**src/rtl/host_port_consts.svh**
```systemverilog
`ifndef HOST_PORT_CONSTS_SVH
`define HOST_PORT_CONSTS_SVH

// ============================================================
// Pin level encodings
`define HP_WIDTH_16      1'b0
`define HP_WIDTH_8       1'b1
`define HP_STYLE_SPLIT   1'b0
`define HP_STYLE_DIRSTB  1'b1

// ============================================================
// Bus geometry
`define HP_DATA_W        16
`define HP_ADDR_W        8
`define HP_IRQ_SRC_W     8
`define HP_BYTE_W        8

// ============================================================
// Reset values
`define HP_ADDR_RST      8'h00
`define HP_DATA_RST      16'h0000

`endif

```
**src/rtl/host_port_pkg.sv**
```systemverilog
package host_port_pkg;
  // Access decoded from the strobe pins
  typedef enum logic [1:0] {
    ACC_IDLE  = 2'b00,
    ACC_READ  = 2'b01,
    ACC_WRITE = 2'b10
  } access_e;
endpackage

```
**src/rtl/host_port_if.sv**
```systemverilog
`timescale 1ns/1ps
// ============================================================
// Internal register access carrier
interface host_port_if #(
  parameter int AW = 8,
  parameter int DW = 16
);
  logic [AW-1:0] addr;
  logic [DW-1:0] wdata;
  logic          wr_pulse;
  logic          rd_active;
  logic [DW-1:0] rdata;
  modport front (output addr, output wdata, output wr_pulse, output rd_active, input rdata);
  modport regs  (input addr, input wdata, input wr_pulse, input rd_active, output rdata);
endinterface

```
**src/rtl/host_pin_sync.sv**
```systemverilog
`timescale 1ns/1ps
// ============================================================
// Two-flop synchroniser for a bus of pin inputs
module host_pin_sync #(
  parameter int W = 1
) (
  input  wire logic         i_clk_sys, // System clock
  input  wire logic         i_rst_b,   // Async reset, active low
  input  wire logic [W-1:0] i_async,   // Pin levels
  output logic      [W-1:0] o_sync     // Synchronised levels
);
  logic [W-1:0] meta;

  // First stage feeds only the second
  always_ff @(posedge i_clk_sys or negedge i_rst_b) begin
    if (!i_rst_b) begin
      meta   <= '0;
      o_sync <= '0;
    end else begin
      meta   <= i_async;
      o_sync <= meta;
    end
  end
endmodule

```
**src/rtl/host_cpu_bus_port.sv**
```systemverilog
`timescale 1ns/1ps
`include "host_port_consts.svh"
module host_cpu_bus_port #(
  parameter int DW = `HP_DATA_W,
  parameter int AW = `HP_ADDR_W,
  parameter int NS = `HP_IRQ_SRC_W
) (
  input  wire logic          i_clk_sys,             // System clock
  input  wire logic          i_rst_b,               // Async reset, active low
  input  wire logic          i_bus_width_select,    // 0 16-bit, 1 8-bit
  input  wire logic          i_bus_style_select,    // 0 split, 1 dir+strobe
  input  wire logic [DW-1:0] i_host_data_lines,     // Data pins in
  output logic      [DW-1:0] o_host_data_lines,     // Data pins out
  output logic               o_host_data_oe,        // Data pins driven
  input  wire logic [AW-1:0] i_host_address_lines,  // Address pins
  input  wire logic          i_host_write_strobe_n, // Write strobe / dir select
  input  wire logic          i_host_read_strobe_n,  // Read strobe / data strobe
  input  wire logic          i_host_select_n,       // Chip select
  input  wire logic          i_host_addr_latch_en,  // Address latch enable
  input  wire logic [NS-1:0] i_irq_src,             // Interrupt source levels
  input  wire logic [NS-1:0] i_irq_mask,            // Interrupt mask, 1 masks
  output logic               o_host_irq_n_oe,       // Irq pin pulled low
  input  wire logic [DW-1:0] i_reg_rdata,           // Register file read data
  output logic      [AW-1:0] o_reg_addr,            // Register address
  output logic      [DW-1:0] o_reg_wdata,           // Register write data
  output logic               o_reg_wr,              // Write pulse
  output logic               o_reg_rd               // Read in progress
);

  // ============================================================
  // Pin synchronisation
  localparam int SW = DW + AW + 6;
  logic [SW-1:0] pins_sync;
  logic [DW-1:0] s_data;
  logic [AW-1:0] s_addr;
  logic          s_width;
  logic          s_style;
  logic          s_wr_n;
  logic          s_rd_n;
  logic          s_cs_n;
  logic          s_ale;
  logic          s_wr_act;
  logic          s_rd_act;
  logic          s_cs_act;

  host_pin_sync #(.W(SW)) u_sync (
    .i_clk_sys (i_clk_sys),
    .i_rst_b   (i_rst_b),
    .i_async   ({i_host_data_lines, i_host_address_lines, i_bus_width_select,
                 i_bus_style_select, !i_host_write_strobe_n, !i_host_read_strobe_n,
                 !i_host_select_n, i_host_addr_latch_en}),
    .o_sync    (pins_sync)
  );

  // Strobes cross active high, so a synchroniser in reset reads as idle
  assign {s_data, s_addr, s_width, s_style, s_wr_act, s_rd_act, s_cs_act, s_ale} = pins_sync;
  assign s_wr_n = !s_wr_act;
  assign s_rd_n = !s_rd_act;
  assign s_cs_n = !s_cs_act;

  host_port_if #(.AW(AW), .DW(DW)) acc ();

  // ============================================================
  // Address latch
  logic [AW-1:0] addr_hold;

  // Hold the address while the enable is low
  always_ff @(posedge i_clk_sys or negedge i_rst_b) begin
    if (!i_rst_b) begin
      addr_hold <= `HP_ADDR_RST;
    end else if (s_ale) begin
      addr_hold <= s_addr;
    end
  end

  // Transparent while high, held value otherwise
  wire [AW-1:0] addr_eff  = s_ale ? s_addr : addr_hold;
  wire          width_8   = (s_width == `HP_WIDTH_8);
  wire [AW-1:0] addr_dec  = width_8 ? addr_eff : {addr_eff[AW-1:1], 1'b0};

  // ============================================================
  // Access decode
  wire style_dir = (s_style == `HP_STYLE_DIRSTB);
  wire selected  = !s_cs_n;
  wire split_rd  = selected && !style_dir && !s_rd_n;
  wire split_wr  = selected && !style_dir && !s_wr_n;
  wire dir_rd    = selected && style_dir && !s_rd_n && s_wr_n;
  wire dir_wr    = selected && style_dir && !s_rd_n && !s_wr_n;

  host_port_pkg::access_e access;
  assign access = (split_rd || dir_rd) ? host_port_pkg::ACC_READ :
                  (split_wr || dir_wr) ? host_port_pkg::ACC_WRITE :
                  host_port_pkg::ACC_IDLE;

  // ============================================================
  // Byte lane narrowing
  // Keep the low byte and clear the rest, for 8-bit width
  function automatic logic [DW-1:0] low_byte_only(input logic [DW-1:0] word);
    low_byte_only = {{(DW-`HP_BYTE_W){1'b0}}, word[`HP_BYTE_W-1:0]};
  endfunction

  // ============================================================
  // Write event tracking
  logic wr_prev;
  logic wr_dir_prev;
  logic [DW-1:0] wdata_prev;

  // Remember previous strobe and data for edge detection
  always_ff @(posedge i_clk_sys or negedge i_rst_b) begin
    if (!i_rst_b) begin
      wr_prev     <= 1'b0;
      wr_dir_prev <= 1'b0;
      wdata_prev  <= `HP_DATA_RST;
    end else begin
      wr_prev     <= split_wr;
      wr_dir_prev <= dir_wr;
      wdata_prev  <= s_data;
    end
  end

  // Split style writes on strobe release; dir style on data strobe rise
  wire wr_split_end = wr_prev && !split_wr;
  wire wr_dir_end   = wr_dir_prev && s_rd_n;
  wire [DW-1:0] wdata_eff = width_8 ? low_byte_only(wdata_prev) : wdata_prev;

  assign acc.addr      = addr_dec;
  assign acc.wdata     = wdata_eff;
  assign acc.wr_pulse  = wr_split_end || wr_dir_end;
  assign acc.rd_active = (access == host_port_pkg::ACC_READ);
  assign acc.rdata     = i_reg_rdata;

  // ============================================================
  // Register side outputs
  always_ff @(posedge i_clk_sys or negedge i_rst_b) begin
    if (!i_rst_b) begin
      o_reg_addr  <= `HP_ADDR_RST;
      o_reg_wdata <= `HP_DATA_RST;
      o_reg_wr    <= 1'b0;
      o_reg_rd    <= 1'b0;
    end else begin
      o_reg_addr  <= acc.addr;
      o_reg_wdata <= acc.wdata;
      o_reg_wr    <= acc.wr_pulse;
      o_reg_rd    <= acc.rd_active;
    end
  end

  // ============================================================
  // Read data drive
  always_ff @(posedge i_clk_sys or negedge i_rst_b) begin
    if (!i_rst_b) begin
      o_host_data_lines <= `HP_DATA_RST;
      o_host_data_oe    <= 1'b0;
    end else begin
      o_host_data_oe    <= acc.rd_active;
      o_host_data_lines <= width_8 ? low_byte_only(acc.rdata) : acc.rdata;
    end
  end

  // ============================================================
  // Interrupt output
  logic [NS-1:0] irq_live;

  // One gate per source: active and not masked
  for (genvar g = 0; g < NS; g++) begin : g_irq
    assign irq_live[g] = i_irq_src[g] && !i_irq_mask[g];
  end

  // Pin pulled low while any gated source stands
  always_ff @(posedge i_clk_sys or negedge i_rst_b) begin
    if (!i_rst_b) begin
      o_host_irq_n_oe <= 1'b0;
    end else begin
      o_host_irq_n_oe <= |irq_live;
    end
  end

endmodule

```
**config.mk**
```make
export PLATFORM = sky130hd
export DESIGN_NAME = host_cpu_bus_port
export DESIGN_NICKNAME = d
export VERILOG_FILES = /design/src/rtl/host_port_pkg.sv /design/src/rtl/host_port_if.sv /design/src/rtl/host_pin_sync.sv /design/src/rtl/host_cpu_bus_port.sv
export VERILOG_INCLUDE_DIRS = /design/src /design/src/rtl
export SDC_FILE = /design/constraint.sdc
export NUM_CORES = 1
export LEC_CHECK = 0
export ABC_AREA = 1
export BUFFER_PORTS_ARGS = -buffer_cell sky130_fd_sc_hd__buf_4
export CAP_MARGIN = 5
export CORE_MARGIN = 4
export CORE_UTILIZATION = 33
export DETAILED_ROUTE_END_ITERATION = 16
export HOLD_SLACK_MARGIN = 0.03
export PLACE_DENSITY = 0.59
export SKIP_LAST_GASP = 1
export SLEW_MARGIN = 20
export SYNTH_ARGS = -nofsm -noshare
export SYNTH_HDL_FRONTEND = slang
export SYNTH_SLANG_ARGS = --single-unit
```
**constraint.sdc**
```tcl
create_clock -name i_clk_sys -period 1.05 [get_ports i_clk_sys]
set_input_delay 0.0525 -clock i_clk_sys [delete_from_list [all_inputs] [get_ports i_clk_sys]]
set_output_delay 0.0525 -clock i_clk_sys [all_outputs]
set_load 0.005 [all_outputs]
```
Yosys cells after proc, flatten, opt, wreduce, memory -nomap -nowiden:

Cells that the tools add are included.

* bits in registers: 129
* latch bits: 0
* bits in writable memories: 0
* ROM bits: 0
* bits of input ports: 64
* word-level logic and storage cells: 55
* memories kept: 0

* $add $sub $neg: 0
* multiply operators: 0
* div/mod/pow operators: 0
* magnitude comparators: 0
* equality and inequality tests: 1
* shift-type cells: 0
* mux-type cells: 6
* bitwise logic cells: 0
* reduce and logical (&&, ||, !) cells: 36

Operators by type and width (number)
* $mux W16: 2
* $logic_and A1 B1 Y1: 17
* $logic_not A1 Y1: 15
* $mux W8: 1
* $reduce_or A8 Y1: 1
* $mux W2: 2
* $logic_or A1 B1 Y1: 3
* $eq A2 B1 Y1 const B: 1
* $mux W1: 1

Logic depth before layout (Yosys ltp):

* depth after elaboration: 7
* depth in mapped cells: 5

Hierarchy:

From an unflattened synthesis, not the netlist that was laid out.

* cells, all modules: 228
* area total of the unflattened synthesis: 3535.9 um^2

Modules (own cells, without submodules)
* host_cpu_bus_port: instances 1, cells an instance 168, area each 2034.5 um^2
* host_pin_sync: instances 1, cells an instance 60, area each 1501.4 um^2

Least setup slack after synthesis:

Ideal clock, no wire load.

* kind: register -> register
* start point: register u_sync.o_sync[4]
* end point: register o_reg_wr
* data arrival time: 645 ps
* required time: 927 ps
* slack: 282 ps
* cell stages (with the launch flop): 5
* period minus slack after synthesis: 768 ps
* cell sequence: dfrtp_1 -> inv_1 -> nand2_1 -> o21ai_0 -> nand2_1

* cells in the longest elaborated chain, start to end: 6

Ends and longest elaborated chain
* start, declared: RTL line host_pin_sync.sv:10 `output logic [W-1:0] o_sync`
* start signal, assigned: RTL line host_pin_sync.sv:21 `o_sync <= meta;`
* $logic_not A1 Y1: RTL line host_cpu_bus_port.sv:86 `wire split_wr = selected && !style_dir && !s_wr_n;`
* $logic_and A1 B1 Y1 (2 in a row): RTL line host_cpu_bus_port.sv:86
* $logic_not A1 Y1: RTL line host_cpu_bus_port.sv:122 `wire wr_split_end = wr_prev && !split_wr;`
* $logic_and A1 B1 Y1: RTL line host_cpu_bus_port.sv:122
* $logic_or A1 B1 Y1: RTL line host_cpu_bus_port.sv:128 `assign acc.wr_pulse = wr_split_end || wr_dir_end;`
* named net acc.wr_pulse: RTL line host_port_if.sv:10 `logic wr_pulse;`
* end signal, assigned: RTL line host_cpu_bus_port.sv:143 `o_reg_wr <= acc.wr_pulse;`
* end, declared: RTL line host_cpu_bus_port.sv:26 `output logic o_reg_wr,`

The timed path passes the listed nets, and every way through them passes these cells.

Worst setup path after layout:

* start point: register o_host_data_oe
* end point: output port o_host_data_oe

RTL lines
* start, declared: RTL line host_cpu_bus_port.sv:14 `output logic o_host_data_oe,`
* start signal, assigned: RTL line host_cpu_bus_port.sv:155 `o_host_data_oe <= acc.rd_active;`

No word-level cell between the ends.

==> impl_results.md <==
* Worst reg2reg path startpoint: u_sync.o_sync[5]$_DFF_PN0_
* Die extent in x at 112 um
* Length of the first detailed-routing pass in iterations at 4
* Clock latency on the worst-skew pair at 0.49 ns
* Cell area power density at 1880 nW/um2
* Antenna diodes at 0
* Final-report hold violation count at 0
* Setup crit end kind: primary output
* LEAKAGE at 2.96 nW
* Sequential area share after synthesis at 0.863
* IO buf count at 107
* Number of max-cap violations at 0
* Total Negative Setup Slacks at -0.0342 ns
* Worst Reg2Reg Path Length in Cells at 1
* Count of buffering cells on the critical path with inverters included at 1
* Count of vias placed by the detailed router at 2177
* Post-detailed-route count of antenna-violating nets at 0
* Library cell used as clock root buffer: sky130_fd_sc_hd__clkbuf_8
* Largest net degree at the start of global routing at 40
* Largest stage delay on the critical path at 0.39 ns
* Outcome: finished, violations left
* CP max stage cell: sky130_fd_sc_hd__dfrtp_1
* Critical path class: flip-flop to primary output
* GPL Wtd Cong at 0.692
* Worst setup path startpoint: o_host_data_oe$_DFF_PN0_
* Filler Cells Inserted at 818
* Clock tree buffer depth at 2
* Setup repair after global routing missed its margin: yes
* Number of global-route vias before repair at 2493
* Total global routing track utilization at 0.116
* TritonCTS clock tree: yes
* Setup violation total in the final timing report at 3
* Synth warnings at 0
* Register-to-register setup slack at 0.08 ns
* Max Transition Viols Final at 0
* Violated checks: negative setup slack
* Kind of launch point of the worst setup path: flip-flop
* Net count after synthesis at 292
* Critical Path Sink: o_host_data_oe
* Launch point of the worst hold path: i_reg_rdata[4]
* Area of the die at 12400 um2
* Final wirelength at 6650 um
* Number of cell rows at 37
* Arrival @ worst endpoint at 1.01 ns
* Estimated wirelength of the detail-placed design at 3880 um
* Worst IR Drop VDD at 0.000957 V
* # IOs at 108
* Kind of cell adding the most delay to the critical path: flip-flops
* Max H-tree Level at 4
* Via-to-Cell Ratio at 3.83
* WHS at 0.206 ns
* Post-route clock period utilization at 1.02
* Cells taking the most area after synthesis: sky130_fd_sc_hd__dfrtp_1 (86%), sky130_fd_sc_hd__nand2_1 (4.1%), sky130_fd_sc_hd__inv_1 (3.2%)
* Library cell with the largest summed area after synthesis: sky130_fd_sc_hd__dfrtp_1
* Mean area per synthesized cell at 15.5 um2
* Total clock sinks at 122
* Synth-to-layout area growth at 66.7%
* Cell Chain, Critical Path: buf_4
* Detailed-route wire length per cell at 11.7 um
* Die Height at 112 um
* Cts bufs inserted at 17
* Unique masters post-synth at 14
* Max-Slew Margin vs Limit at 0.655
* Proportion of layout cells with a drive suffix above 1 at 0.350
* Floorplan Core Area at 10400 um2
* Residual DRC at 0
* Largest fanout on the critical path at 2
* Wire length of the first global-routing pass at 11400 um
* Critical path required time at 1.00 ns
* Clock Skews at 0.00702 ns
* Number of antenna violations at the first check in global routing at 0
* Critical path depth in cells at 1
* Starting density of the core at 0.341
* Count of nets after finishing at 483
* GRT Residual Overflow at 0
* Number of synthesized register bits at 122
* Worst min path class: input port to flip-flop
* Worst reg2reg path endpoint: o_reg_addr[0]$_DFF_PN0_
* Synthesized area at 3540 um2
* Number of instances in the synthesized netlist at 228
* Slew at the pin with the worst max-slew slack at 0.517 ns
* Number of violations reported at the end of detailed-routing iteration 0 at 49
* Final worst path period need at 1.07 ns
* Clock transition time at the flip-flop clock pins of the worst setup and hold paths at 0.06 ns
* Top-area cell type share of the netlist area at 0.863
* Setup ws final at -0.0168 ns
* Maximum frequency from static timing analysis at 0.937 GHz
[state kept, by name, indices dropped and copies added (netlist names), 2 cells and up]
register           count
o_reg_wdata           16
addr_hold              2
o_reg_addr             7
o_host_data_lines     16
wdata_prev            16
u_sync.o_sync         30
u_sync.meta           30
[cell type report]
class | instances | area (um2) | share of cell area
Multi-Input combinational cell | 64 | 262 | 0.0444
Tap cell | 136 | 170 | 0.0289
Sequential cell | 122 | 3050 | 0.518
Clock inverter | 10 | 95.1 | 0.0161
Timing Repair Buffer | 183 | 1750 | 0.297
Clock buffer | 22 | 443 | 0.0751
Inverter | 31 | 124 | 0.0210
[metal layers]
| layer | wire, um | GRT usage | share of wire | up-vias |
|---|---|---|---|---|
| met3 | 440 | 0.0478 | 0.066 | 6 |
| met5 | 0 | 0 | 0 | - |
| li1 | - | - | - | 1043 |
| met2 | 3610 | 0.203 | 0.54 | 77 |
| met4 | 78 | 0.0487 | 0.012 | 0 |
| met1 | 2520 | 0.124 | 0.38 | 1051 |
[metrics by stage]
stage               instances  total power [mW]  setup slack [ns]  cell area (um2)   util
floorplan                 228              5.26             0.282             3540      -
global placement          463              5.68            0.0623             4470  0.431
detailed placement        463              5.70            0.0679             4470  0.431
CTS                       565              11.2           -0.0468             5840  0.563
global route              568              11.6           -0.0634             5890  0.568
finish                    568              11.1           -0.0168             5890  0.568
[worst min path at each step]
stage | endpoint | slack [ns] | cells after the start
after detailed placement | o_host_data_lines[8]$_DFF_PN0_ | -0.05 | 1
after global routing | o_host_data_lines[4]$_DFF_PN0_ | 0.18 | 2
after global placement | o_host_data_lines[8]$_DFF_PN0_ | -0.04 | 1
final | o_host_data_lines[4]$_DFF_PN0_ | 0.21 | 2
after floorplan | addr_hold[0]$_DFF_PN0_ | -0.24 | 0
after CTS | o_host_data_lines[7]$_DFF_PN0_ | 0.18 | 2
[synthesized netlist by cell type (all sizes together)]
master and n:
a21oi 1, nor3 1, nand2 41, dfrtp 122, o21ai 1, a21boi 1
buf 11, inv 31, nor2 19
[report_power, final]
group | internal (mW) | switching (mW)
Sequential | 4.96 | 0.110
Clock | 3.20 | 1.93
Combinational | 0.577 | 0.282
[timing repair]
action                                  CTS  global route
pin swaps                                 0             0
endpoints found under the hold margin   169             0
endpoints found under the setup margin   41           150
buffers inserted                          6             3
gates resized for setup                  39             6
cloned                                    0             0
hold buffers                             64             0
[layout by cell type, fill, tap and decap left out, drive strengths merged]
cell type    count
buf            119
clkbuf          22
bufinv           1
clkinv           6
inv             32
nor2            19
clkinvlp         2
dfrtp          122
a21boi           1
nor3             1
o21ai            1
dlygate4sd3     64
a21oi            1
nand2           41
[logic make-up (layout without fill, tap and decap cells)]
kind of cell	count (synthesis)	after routing	synth area share
flops	122	122	0.863
simple gates	61	61	0.0679
buf+inv	42	246	0.0626
compound gates	3	3	0.00601
Note: power is estimated with default switching activity, not from simulation.
